## config.mk

```make
export PLATFORM = sky130hd
export DESIGN_NAME = trip_auto_reset_control
export DESIGN_NICKNAME = d
export VERILOG_FILES = /design/src/common/trip_auto_reset_pkg.sv /design/src/rtl/trip_auto_reset_control.sv
export VERILOG_INCLUDE_DIRS = /design/src /design/src/common
export SDC_FILE = /design/constraint.sdc
export NUM_CORES = 1
export LEC_CHECK = 0
export BUFFER_PORTS_ARGS = -buffer_cell sky130_fd_sc_hd__clkbuf_2
export CORE_ASPECT_RATIO = 0.5
export CORE_MARGIN = 2
export CORE_UTILIZATION = 45
export CTS_BUF_LIST = sky130_fd_sc_hd__clkbuf_8
export DETAILED_ROUTE_END_ITERATION = 16
export HOLD_SLACK_MARGIN = 0.05
export PLACE_DENSITY = 0.67
export SETUP_SLACK_MARGIN = 0.4
export SLEW_MARGIN = 20
export SYNTH_ARGS = -nofsm -noshare
export SYNTH_HDL_FRONTEND = slang
export SYNTH_SLANG_ARGS = --single-unit
```

## constraint.sdc

```tcl
create_clock -name clk -period 4.26 [get_ports clk]
set_input_delay 0.426 -clock clk [delete_from_list [all_inputs] [get_ports clk]]
set_output_delay 0.426 -clock clk [all_outputs]
set_load 0.05 [all_outputs]
```

## src/common/trip_auto_reset_map.svh

```systemverilog
`ifndef TRIP_AUTO_RESET_MAP_SVH
`define TRIP_AUTO_RESET_MAP_SVH

// ------------------------------------------------------------
// Register byte offsets
// ------------------------------------------------------------
`define OFS_CTRL 5'h00
`define OFS_LIMIT 5'h04
`define OFS_DELAY 5'h08
`define OFS_ACTION 5'h0c
`define OFS_STATUS 5'h10

// ------------------------------------------------------------
// Field positions and reset values
// ------------------------------------------------------------
`define CTRL_RST_REQ_BIT 0
`define CTRL_HOLD_BIT 1
`define ACT_STOP_BIT 0
`define ACT_BRK_BIT 1
`define ACT_PHASE_BIT 2
`define ACT_THERM_BIT 3
`define LIMIT_RST 3'h0
`define LIMIT_MAX 3'h5
`define DELAY_RST 8'h0a
`define DELAY_MAX 8'hfa
`define ACTION_RST 4'h0

// ------------------------------------------------------------
// Timing, in a 100 ms tick
// ------------------------------------------------------------
`define CLK_PERIOD_NS 40
`define TICK_NS 100000000
`define TICK_CYCLES (`TICK_NS / `CLK_PERIOD_NS)
`define QUIET_MIN 5
`define QUIET_TICKS 12'(`QUIET_MIN * 60 * 10)
`define LONG_DELAY_S 10
`define LONG_DELAY_TICKS 8'(`LONG_DELAY_S * 10)
`define BRK_TRIP_PCT 7'h64
`define BRK_RELEASE_PCT 7'h5f

// ------------------------------------------------------------
// Trip codes
// ------------------------------------------------------------
`define TC_UNDERVOLTAGE 8'h01
`define TC_INSTANT_AC_OC 8'h03
`define TC_BRAKING_OC 8'h04
`define TC_EXTERNAL 8'h06
`define TC_RES_THERMISTOR 8'h0a
`define TC_BRAKE_OVERLOAD 8'h13
`define TC_MOTOR_THERMISTOR 8'h18
`define TC_THERMISTOR_SHORT 8'h19
`define TC_DOUT_OVERLOAD 8'h1a
`define TC_INPUT2_LOOP 8'h1c
`define TC_INPUT3_LOOP 8'h1d
`define TC_SERIAL_LOSS 8'h1e
`define TC_STORED_DATA 8'h1f
`define TC_PHASE_LOSS 8'h20
`define TC_HW_FAULT_MIN 8'hc8

`endif

```

## src/common/trip_auto_reset_pkg.sv

```systemverilog
package trip_auto_reset_pkg;

  // Sequencer states
  typedef enum logic [3:0] {
    ST_IDLE = 4'h1,
    ST_STOP = 4'h2,
    ST_TRIP = 4'h4,
    ST_WAIT = 4'h8
  } ctl_state_t;

  // Whole state of the control block
  typedef struct packed {
    ctl_state_t state;
    logic waitreq;
    logic [31:0] rdata;
    logic rst_req;
    logic hold;
    logic [2:0] limit;
    logic [7:0] delay;
    logic [3:0] action;
    logic pin_s1;
    logic pin_s2;
    logic pin_d;
    logic [2:0] cnt;
    logic [7:0] last_code;
    logic have_last;
    logic [21:0] presc;
    logic [7:0] dly_cnt;
    logic [7:0] target;
    logic [11:0] quiet;
    logic drv_reset;
    logic man;
    logic trip_active;
    logic healthy;
    logic stop_req;
    logic brake_inhibit;
    logic no_auto;
    logic long_cls;
    logic auto_ok;
    logic [7:0] pend_code;
  } ctl_regs_t;

endpackage : trip_auto_reset_pkg

```

## src/rtl/trip_auto_reset_control.sv

```systemverilog
// What this block does
// [RULE_01] Reset request bit rising from zero to one resets drive once.
// [RULE_02] Attempt limit takes 0 to 5; zero disables automatic reset.
// [RULE_03] Nonzero limit gives automatic reset after trips, up to limit.
// [RULE_04] Automatic reset follows trip after 0.0-25.0 s delay, default 1.0.
// [RULE_05] Overcurrent class waits at least 10 s before automatic reset.
// [RULE_06] Counter grows only on same code; different code zeroes it.
// [RULE_07] Counter at limit: same trip gets no automatic reset.
// [RULE_08] Five trip-free minutes clear the counter.
// [RULE_09] Undervoltage, external, stored data, hardware faults never auto-reset.
// [RULE_10] Manual reset zeroes the counter.
// [RULE_11] Hold flag clear: every trip drops drive healthy.
// [RULE_12] Hold flag set: healthy stays through trip with reset pending.
// [RULE_13] Trip-action field 0-15: stop, braking, phase loss, thermistor bits.
// [RULE_14] Non-important trips: thermistors, output overload, loops, serial loss.
// [RULE_15] Action bit 0 clear: non-important trip trips at once.
// [RULE_16] Action bit 0 set: stop motor first, except in regen mode.
// [RULE_17] Accumulator 100%: trip, or inhibit braking until below 95%.
// [RULE_18] Action bit 2 drops phase loss trip, smallest low-voltage frame.
// [RULE_19] Action bit 3 drops resistor thermistor trip on smallest frame.
// [RULE_20] Delays timed by a fixed tick, restarted at each trip.
`timescale 1ns/10ps
`include "trip_auto_reset_map.svh"

module trip_auto_reset_control #(
  parameter int TICK_CYCLES = `TICK_CYCLES
) (
  input wire logic clk,
  input wire logic resetn,
  input wire logic [4:0] avs_address,
  input wire logic avs_read,
  input wire logic avs_write,
  input wire logic [31:0] avs_writedata,
  input wire logic [3:0] avs_byteenable,
  output logic [31:0] avs_readdata,
  output logic avs_waitrequest,
  input wire logic reset_terminal,
  input wire logic trip_req,
  input wire logic [7:0] trip_code,
  input wire logic regen_mode,
  input wire logic motor_stopped,
  input wire logic [6:0] brake_accum_pct,
  input wire logic phase_loss,
  input wire logic resistor_open,
  input wire logic frame_smallest,
  input wire logic supply_low_voltage,
  output logic drive_reset,
  output logic trip_active,
  output logic drive_healthy,
  output logic stop_request,
  output logic brake_inhibit,
  output logic [7:0] active_trip_code,
  output logic [2:0] reset_count
);

  // ------------------------------------------------------------
  // State register
  // ------------------------------------------------------------
  localparam trip_auto_reset_pkg::ctl_regs_t RST_VAL = '{
    state: trip_auto_reset_pkg::ST_IDLE,
    waitreq: 1'b1,
    healthy: 1'b1,
    limit: `LIMIT_RST,
    delay: `DELAY_RST,
    action: `ACTION_RST,
    default: '0
  };

  trip_auto_reset_pkg::ctl_regs_t st_r;
  trip_auto_reset_pkg::ctl_regs_t st_nxt;

  // Outputs straight from the state
  assign avs_readdata = st_r.rdata;
  assign avs_waitrequest = st_r.waitreq;
  assign drive_reset = st_r.drv_reset;
  assign trip_active = st_r.trip_active;
  assign drive_healthy = st_r.healthy;
  assign stop_request = st_r.stop_req;
  assign brake_inhibit = st_r.brake_inhibit;
  assign active_trip_code = st_r.pend_code;
  assign reset_count = st_r.cnt;

  // ------------------------------------------------------------
  // Next-state logic
  // ------------------------------------------------------------
  always_comb
  begin
    logic req;
    logic tick;
    logic manual;
    logic brk_over;
    logic brk_trip;
    logic ph_trip;
    logic th_trip;
    logic hit;
    logic [7:0] code;
    logic [2:0] c;
    logic na;
    logic lng;
    logic minor;
    logic ok;
    logic go_trip;
    req = 1'b0;
    tick = 1'b0;
    manual = 1'b0;
    brk_over = 1'b0;
    brk_trip = 1'b0;
    ph_trip = 1'b0;
    th_trip = 1'b0;
    hit = 1'b0;
    code = 8'h00;
    c = 3'h0;
    na = 1'b0;
    lng = 1'b0;
    minor = 1'b0;
    ok = 1'b0;
    go_trip = 1'b0;
    st_nxt = st_r;
    st_nxt.drv_reset = 1'b0;
    st_nxt.man = 1'b0;

    // Reset terminal synchroniser and edge memory
    st_nxt.pin_s1 = reset_terminal;
    st_nxt.pin_s2 = st_r.pin_s1;
    st_nxt.pin_d = st_r.pin_s2;

    // Fixed 100 ms tick
    tick = (st_r.presc == 22'(TICK_CYCLES - 1));
    st_nxt.presc = tick ? 22'h000000 : st_r.presc + 22'h000001; // see [RULE_20]

    // Bus slave: one wait cycle, then answer
    req = (avs_read | avs_write) & st_r.waitreq;
    st_nxt.waitreq = ~req;
    if (req && avs_read)
    begin
      unique case (avs_address & 5'h1c)
        `OFS_CTRL: st_nxt.rdata = {30'h0, st_r.hold, st_r.rst_req};
        `OFS_LIMIT: st_nxt.rdata = {29'h0, st_r.limit};
        `OFS_DELAY: st_nxt.rdata = {24'h0, st_r.delay};
        `OFS_ACTION: st_nxt.rdata = {28'h0, st_r.action};
        `OFS_STATUS: st_nxt.rdata = {8'h0, st_r.pend_code, 7'h00, st_r.state,
                                     st_r.trip_active, st_r.healthy, st_r.cnt};
        default: st_nxt.rdata = 32'h0;
      endcase
    end
    if (req && avs_write && avs_byteenable[0])
    begin
      unique case (avs_address & 5'h1c)
        `OFS_CTRL:
        begin
          st_nxt.rst_req = avs_writedata[`CTRL_RST_REQ_BIT];
          st_nxt.hold = avs_writedata[`CTRL_HOLD_BIT];
        end
        `OFS_LIMIT: // see [RULE_02]
          st_nxt.limit = (avs_writedata[7:0] > 8'(`LIMIT_MAX)) ? `LIMIT_MAX
                         : avs_writedata[2:0];
        `OFS_DELAY: // see [RULE_04]
          st_nxt.delay = (avs_writedata[7:0] > `DELAY_MAX) ? `DELAY_MAX
                         : avs_writedata[7:0];
        `OFS_ACTION: st_nxt.action = avs_writedata[3:0]; // see [RULE_13]
        default: st_nxt.action = st_r.action;
      endcase
    end

    // Manual reset: bit edge or terminal edge
    manual = (st_nxt.rst_req & ~st_r.rst_req) | (st_r.pin_s2 & ~st_r.pin_d); // see [RULE_01]

    // Braking accumulator supervision
    brk_over = (brake_accum_pct >= `BRK_TRIP_PCT);
    brk_trip = brk_over & ~st_r.action[`ACT_BRK_BIT]; // see [RULE_17]
    if (brk_over && st_r.action[`ACT_BRK_BIT])
      st_nxt.brake_inhibit = 1'b1; // see [RULE_17]
    else if (brake_accum_pct < `BRK_RELEASE_PCT)
      st_nxt.brake_inhibit = 1'b0;

    // Frame-dependent trip suppression
    ph_trip = phase_loss & ~(st_r.action[`ACT_PHASE_BIT] & frame_smallest
                             & supply_low_voltage); // see [RULE_18]
    th_trip = resistor_open & ~(st_r.action[`ACT_THERM_BIT]
                                & frame_smallest); // see [RULE_19]

    // Trip source priority
    hit = trip_req | brk_trip | ph_trip | th_trip;
    if (trip_req)
      code = trip_code;
    else if (brk_trip)
      code = `TC_BRAKE_OVERLOAD;
    else if (ph_trip)
      code = `TC_PHASE_LOSS;
    else
      code = `TC_RES_THERMISTOR;

    // Trip classes
    na = (code == `TC_UNDERVOLTAGE) | (code == `TC_EXTERNAL)
         | (code == `TC_STORED_DATA) | (code >= `TC_HW_FAULT_MIN); // see [RULE_09]
    lng = (code == `TC_INSTANT_AC_OC) | (code == `TC_BRAKING_OC); // see [RULE_05]
    minor = (code == `TC_MOTOR_THERMISTOR) | (code == `TC_THERMISTOR_SHORT)
            | (code == `TC_DOUT_OVERLOAD) | (code == `TC_INPUT2_LOOP)
            | (code == `TC_INPUT3_LOOP) | (code == `TC_SERIAL_LOSS); // see [RULE_14]

    // Trip-free interval
    if (tick && st_r.quiet != `QUIET_TICKS)
      st_nxt.quiet = st_r.quiet + 12'h001;
    if (tick && st_r.quiet == `QUIET_TICKS - 12'h001)
      st_nxt.cnt = 3'h0; // see [RULE_08]

    // Sequencer
    unique case (st_r.state)
      trip_auto_reset_pkg::ST_IDLE:
      begin
        if (hit)
        begin
          c = (st_r.have_last && code == st_r.last_code) ? st_r.cnt : 3'h0; // see [RULE_06]
          ok = (st_r.limit != 3'h0) & ~na & (c < st_r.limit); // see [RULE_02] [RULE_07]
          st_nxt.cnt = c;
          st_nxt.last_code = code;
          st_nxt.have_last = 1'b1;
          st_nxt.pend_code = code;
          st_nxt.no_auto = na;
          st_nxt.long_cls = lng;
          st_nxt.auto_ok = ok;
          st_nxt.quiet = 12'h000; // see [RULE_20]
          st_nxt.presc = 22'h000000; // see [RULE_20]
          if (minor && st_r.action[`ACT_STOP_BIT] && !regen_mode)
          begin
            st_nxt.state = trip_auto_reset_pkg::ST_STOP; // see [RULE_16]
            st_nxt.stop_req = 1'b1;
          end
          else
            go_trip = 1'b1; // see [RULE_15]
        end
      end
      trip_auto_reset_pkg::ST_STOP:
      begin
        if (motor_stopped || regen_mode)
        begin
          ok = st_r.auto_ok;
          lng = st_r.long_cls;
          st_nxt.stop_req = 1'b0;
          go_trip = 1'b1; // see [RULE_16]
        end
      end
      trip_auto_reset_pkg::ST_WAIT:
      begin
        if (st_r.dly_cnt >= st_r.target)
        begin
          st_nxt.drv_reset = 1'b1; // see [RULE_03]
          st_nxt.cnt = st_r.cnt + 3'h1;
          st_nxt.trip_active = 1'b0;
          st_nxt.healthy = 1'b1;
          st_nxt.state = trip_auto_reset_pkg::ST_IDLE;
        end
        else if (tick)
          st_nxt.dly_cnt = st_r.dly_cnt + 8'h01; // see [RULE_04]
      end
      trip_auto_reset_pkg::ST_TRIP:
        st_nxt.state = trip_auto_reset_pkg::ST_TRIP;
    endcase

    // Entry into the tripped state
    if (go_trip)
    begin
      st_nxt.trip_active = 1'b1;
      st_nxt.healthy = st_r.hold & ok; // see [RULE_11] [RULE_12]
      st_nxt.dly_cnt = 8'h00;
      st_nxt.target = (lng && st_r.delay < `LONG_DELAY_TICKS) ? `LONG_DELAY_TICKS
                      : st_r.delay; // see [RULE_05]
      st_nxt.state = ok ? trip_auto_reset_pkg::ST_WAIT
                     : trip_auto_reset_pkg::ST_TRIP; // see [RULE_03]
    end

    // Manual reset overrides state, counter, healthy, trip active and stop request
    if (manual)
    begin
      st_nxt.drv_reset = 1'b1; // see [RULE_01]
      st_nxt.man = 1'b1;
      st_nxt.cnt = 3'h0; // see [RULE_10]
      st_nxt.trip_active = 1'b0;
      st_nxt.healthy = 1'b1;
      st_nxt.stop_req = 1'b0;
      st_nxt.state = trip_auto_reset_pkg::ST_IDLE;
    end
  end

  // Register the whole state
  always_ff @(posedge clk or negedge resetn)
  begin
    if (!resetn)
      st_r <= RST_VAL;
    else
      st_r <= st_nxt;
  end
endmodule : trip_auto_reset_control

```

Word-level counts from Yosys, hierarchy flattened:

Cells that the tools add are included.
W data, S select, Z words.

* input port bits: 68
* output and inout bits: 49
* register bits: 126

* bitwise logic cells: 33
* reduce and logical (&&, ||, !) cells: 30
* equality and inequality tests: 30
* multiplexer cells: 55
* add/subtract/negate cells: 4
* $lt $le $gt $ge: 8

Operators by type and width (number)
* $pmux W24 S5: 1
* $eq A8 B5 Y1 const B: 7
* $mux W8: 7
* $mux W22: 2
* $mux W12: 3
* $mux W34: 1
* $mux W4: 7
* $add A22 B1 Y22 const B: 1
* $eq A22 B22 Y1 const B: 1
* $mux W3: 6
* $mux W17: 1
* $eq A8 B3 Y1 const B: 2
* $mux W16: 1
* $mux W1: 14
* $or A1 B1 Y1: 14
* $add A12 B1 Y12 const B: 1
* $and A1 B1 Y1: 12
* $eq A12 B12 Y1 const B: 1
* $mux W6: 2
* $ne A12 B12 Y1 const B: 1
* $ne A4 B4 Y1 const B: 3
* $pmux W4 S3: 1
* $reduce_and A2 Y1: 6
* $reduce_bool A3 Y1: 4
* 35 further kinds: 61

Longest topological paths before layout:

* depth after elaboration: 20
* gate-level depth with buffers: 14
* gate-level depth less buffers: 13

Worst setup path after synthesis:

Ideal clock, no wire load.

* kind: input port to flip-flop
* start point: in brake_accum_pct[3]
* end point: reg st_r[134] in the netlist's numbering
* stages: 13
* path slack: 1077 ps
* setup time: 124 ps
* path buffers: 0
* required time: 4136 ps
* data arrival time: 3059 ps
* cells stage by stage: o31ai_2 > o211ai_1 > nor4bb_1 > o311ai_1 > nor2_1 > and2_1 > ha_1 > nor2b_1 > o21ai_0 > o211ai_1 > a2111o_1 > and3_1 > o31a_1

* cells in the longest elaborated chain, start to end: 17

RTL lines
* from (decl): line trip_auto_reset_control.sv:42 `input wire logic [6:0] brake_accum_pct,`
* $ge A7 B7 Y1 (no source line) *
* $and A1 B1 Y1 *: line trip_auto_reset_control.sv:170 `` brk_trip = brk_over & ~st_r.action[`ACT_BRK_BIT]; ``
* $mux W6: line trip_auto_reset_control.sv:186 `else if (brk_trip)`
* $mux W8: line trip_auto_reset_control.sv:184 `if (trip_req)`
* $eq A8 B5 Y1 (no source line)
* $or A1 B1 Y1 (5 in a row): line trip_auto_reset_control.sv:197 `` minor = (code == `TC_MOTOR_THERMISTOR) | (code == `TC_THERMISTOR_SHORT) ``
* $logic_and A1 B1 Y1 (2 in a row): line trip_auto_reset_control.sv:224 `` if (minor && st_r.action[`ACT_STOP_BIT] && !regen_mode) ``
* $mux W1: line trip_auto_reset_control.sv:224
* $mux W1: line trip_auto_reset_control.sv:211 `if (hit)`
* $pmux W1 S2: line trip_auto_reset_control.sv:208 `unique case (st_r.state)`
* $ne A4 B4 Y1 (no source line), or another cell as far along
* $reduce_and A4 Y1 (no source line) / $mux W4 (equally long branches)
* to (signal assigned): line trip_auto_reset_control.sv:291 `st_r <= st_nxt;`
* to (decl): line trip_auto_reset_control.sv:69 `trip_auto_reset_pkg::ctl_regs_t st_r;`

Mark *: on every way between the ends. The rest lies on a longest branch, timed or not.
A chain may end at the register's enable or synchronous reset.

Final worst setup path:

* start point: reg st_r[83] in the netlist's numbering
* end point: reg st_r[134] in the netlist's numbering

* cells in the longest elaborated chain, start to end: 17

RTL lines (line)
* $not A1 Y1 *: trip_auto_reset_control.sv:170
* $and A1 B1 Y1 *: trip_auto_reset_control.sv:170
* $mux W6: trip_auto_reset_control.sv:186
* $mux W8: trip_auto_reset_control.sv:184
* $eq A8 B5 Y1 (no source line)
* $or A1 B1 Y1 (5 in a row): trip_auto_reset_control.sv:197
* $logic_and A1 B1 Y1 (2 in a row): trip_auto_reset_control.sv:224
* $mux W1: trip_auto_reset_control.sv:224
* $mux W1: trip_auto_reset_control.sv:211
* $pmux W1 S2: trip_auto_reset_control.sv:208
* $ne A4 B4 Y1 (no source line), or another cell as far along
* $reduce_and A4 Y1 (no source line) / $mux W4 (equally long branches)

Marks and branches as above.

==> metrics.md <==
| Metric | Value |
|---|---|
| CP endpoint kind | `register` |
| WHS | `0.156 ns` |
| Worst path arrival time | `3.73 ns` |
| DR pass1 iterations | `4` |
| Worst setup path start | `st_r[83]` |
| Mean Syn Cell Area | `9.37 µm²` |
| FFs w/ async S/R, synth | `100%` |
| Leak pwr | `~3.0 nW` |
| # IOs | `117` |
| Pwr per Cell Area | `470 mW/mm²` |
| Post-Route WL | `around 14000 µm` |
| Die width | `approximately 170 µm` |
| Post-route ant nets | `0` |
| # Post-CTS Setup Buffers | `0` |
| Yosys cell types | `73` |
| Number of global-route vias before repair | `about 4500` |
| Setup violators final | `0` |
| Root buffer cell | `clkbuf_8` |
| Fmax | `288 MHz` |
| Seq/Total Area, Yosys | `45.0%` |
| First-pass GRT wire length | `22700 µm` |
| Wire per inst | `15.4 µm` |
| Ratio of cells with drive above 1 in the final layout | `17.8%` |
| Worst Path Max Fanout | `6` |
| Yosys Warn Count | `0` |
| Required @ worst endpoint | `4.52 ns` |
| Slew headroom | `34.1%` |
| Worst-Margin Slew | `0.982 ns` |
| Worst r2r src | `st_r[83]` |
| Post-cts sizing count | `0` |
| Via count | `4858` |
| Total gr overflow | `0` |
| Final setup TNS | `0 ns` |
| Clock-pin slew on the worst setup and hold paths | `0.12 ns` |
| Type of the worst min-delay path | `input pin to register` |
| Hold buffer count at CTS | `1` |
| CTS buffer count | `9` |
| Worst setup SP type | `register` |
| Final #Nets | `786` |
| Clk buf depth | `2` |
| Initial antenna violation count | `0` |
| DIE AREA | `0.0148 mm²` |
| CTS Sinks | `111` |
| Final worst path period share | `81.4%` |
| RSZ-0062 raised after global routing | `no` |
| Most common cell in the netlist | `dfrtp_1` |
| Fin. max-slew vios | `0` |
| DR DRC count | `0` |
| Final GP Congestion | `0.849` |
| Post-synthesis simple-gate area fraction | `21.8%` |
| Largest cells by area after synthesis | `dfrtp_1, buf_4, nand2_1, nor2_1, o21ai_0` |
| Vias per cell | `5.50` |
| Number of synthesized flops with an enable pin | `0` |
| DR iter-0 viols | `398` |
| Die Y | `86.9 µm` |
| IO Port Bufs | `72` |
| Tot GR Track Use | `19.2%` |
| Top FF cell, synth | `dfrtp_1` |
| Min-delay src | `reset_terminal` |
| Mapped Cells | `660` |
| Multiplexer share of the synthesized area | `approximately 2.7%` |
| Tmin final | `3.47 ns` |
| VDD IR-drop max | `between 150 and 200 µV` |
| H-Tree Depth | `3` |
| Status | `complete, no violations` |
| Setup CP Type | `register to register` |
| Ant. Diodes | `0` |
| Max Cap Viol | `0` |
| Synth area leader | `dfrtp_1` |
| Syn Std Cell Area | `approximately 0.006 mm²` |
| Initial Util | `45.9%` |
| Synth top cells by count | `dfrtp_1, nand2_1, nor2_1, o21ai_0, buf_4` |
| Core outline area | `roughly 0.013 mm²` |
| Dpl hpwl | `10100 µm` |
| Synth Area in Compound Gates | `14.1%` |
| Synth Area in Adders | `3.03%` |
| Largest net degree at the start of global routing | `43` |
| Synthesis-to-layout area growth | `8.54%` |
| Top cell type's share of synthesized area | `42.9%` |
| CTS tree | `done` |
| Final hold vios | `0` |
| Post-Synth XOR/XNOR Area | `5.10%` |
| Skew final | `0.0175 ns` |
| Row Count | `30` |
| Synthesized flop and latch total | `111` |
| Largest family of logic cells by synthesized area | `simple AND/OR/NAND/NOR gates` |
| Worst skew pair latency | `around 0.38 ns` |
==> layout by cell type (no fill, tap or decap), drive strengths merged, types with 5 or more instances in the layout <==
| cell | netlist | routed |
|---|---|---|
| o21ai | 50 | 50 |
| a21oi | 18 | 18 |
| and2 | 6 | 6 |
| nor3 | 16 | 16 |
| conb | 1 | 15 |
| or3 | 8 | 8 |
| o211ai | 7 | 7 |
| or4 | 6 | 6 |
| nor4 | 6 | 6 |
| nand2 | 74 | 74 |
| mux2 | 9 | 9 |
| buf | 46 | 10 |
| a22o | 9 | 9 |
| dfstp | 5 | 5 |
| dfrtp | 106 | 106 |
| and3 | 6 | 6 |
| nand3 | 30 | 30 |
| xor2 | 26 | 26 |
| inv | 27 | 31 |
| xnor2 | 10 | 10 |
| nand4 | 11 | 11 |
| ha | 15 | 15 |
| o22ai | 7 | 7 |
| clkbuf | 18 | 80 |
| o21a | 5 | 5 |
| nor2 | 63 | 63 |
==> layer usage <==
layer	part of all wire [%]	track usage, %
met1	51	28.2
met2	44	30.1
met3	4.6	3.59
met4	0.80	3.57
met5	0	0
==> area by class of cell <==
cell class	instances	area [µm²]
Fill cell	1255	6760
Multi-Input combinational cell	472	2940
Sequential cell	111	2780
Timing Repair Buffer	82	440
Tap cell	176	220
Clock buffer	9	124
Inverter	27	101
Clock inverter	7	100
==> state kept, by name, indices dropped and copies added, names as in the netlist <==
signal,flops
drive_healthy,1
st_nxt,2
st_r,75
avs_readdata,17
stop_request,1
active_trip_code,8
trip_active,1
drive_reset,1
brake_inhibit,1
avs_waitrequest,1
reset_count,3
==> where the power goes <==
| part | internal (mW) | total (mW) | leakage [nW] | switching [mW] |
|---|---|---|---|---|
| clock | 0.339 | 0.713 | 0.115 | 0.374 |
| sequential | 1.25 | 1.45 | 1.45 | 0.201 |
| combinational | 0.318 | 0.994 | 1.48 | 0.676 |
| total | 1.90 | 3.16 | 3.05 | 1.25 |
==> critical path, stage by stage, from the launching register on <==
cell      delay (ns)
dfrtp_1         0.45
nand2b_1        0.21
nor3_1          0.50
o21ai_0         0.19
o311ai_1        0.14
buf_4           0.20
nor2_1          0.05
and2_1          0.17
ha_1            0.28
nor2b_1         0.13
o21ai_0         0.15
o211ai_1        0.14
a2111o_1        0.33
and3_1          0.19
o31a_1          0.23
==> logic make-up after synthesis <==
logic type	count (synthesis)
DFF	111
muxes	14
and+or+nand+nor	259
other	1
buffers and inverters	91
AOI/OAI and AO/OA	133
adders and majority gates	15
xor gates and xnor gates	36
==> final timing paths <==
check / depth (start not counted) / slack (ns) / endpoint
hold / removal: 1 / 0.16 / st_nxt[80]
min in group asynchronous: 2 / 0.53 / st_r[47]
setup reg to reg: 14 / 0.79 / st_r[134]
setup / recovery: 14 / 0.79 / st_r[134]
max in group asynchronous: 3 / 2.78 / st_r[132]
hold reg to reg: 0 / 0.36 / st_nxt[79]
==> through the flow <==
stage | setup WS (ns) | util [%] | std cells | power, mW | area [µm²]
after global placement | 0.729 | 48.1 | 867 | 2.43 | 6480
after floorplan | 1.08 | - | 674 | 2.23 | 6240
after CTS | 0.807 | 49.8 | 884 | 3.18 | 6710
after global routing | 0.561 | 49.8 | 884 | 3.35 | 6710
final | 0.792 | 49.8 | 884 | 3.16 | 6710
after detailed placement | 0.678 | 48.1 | 867 | 2.46 | 6480
(Power assumes the default switching activity.)
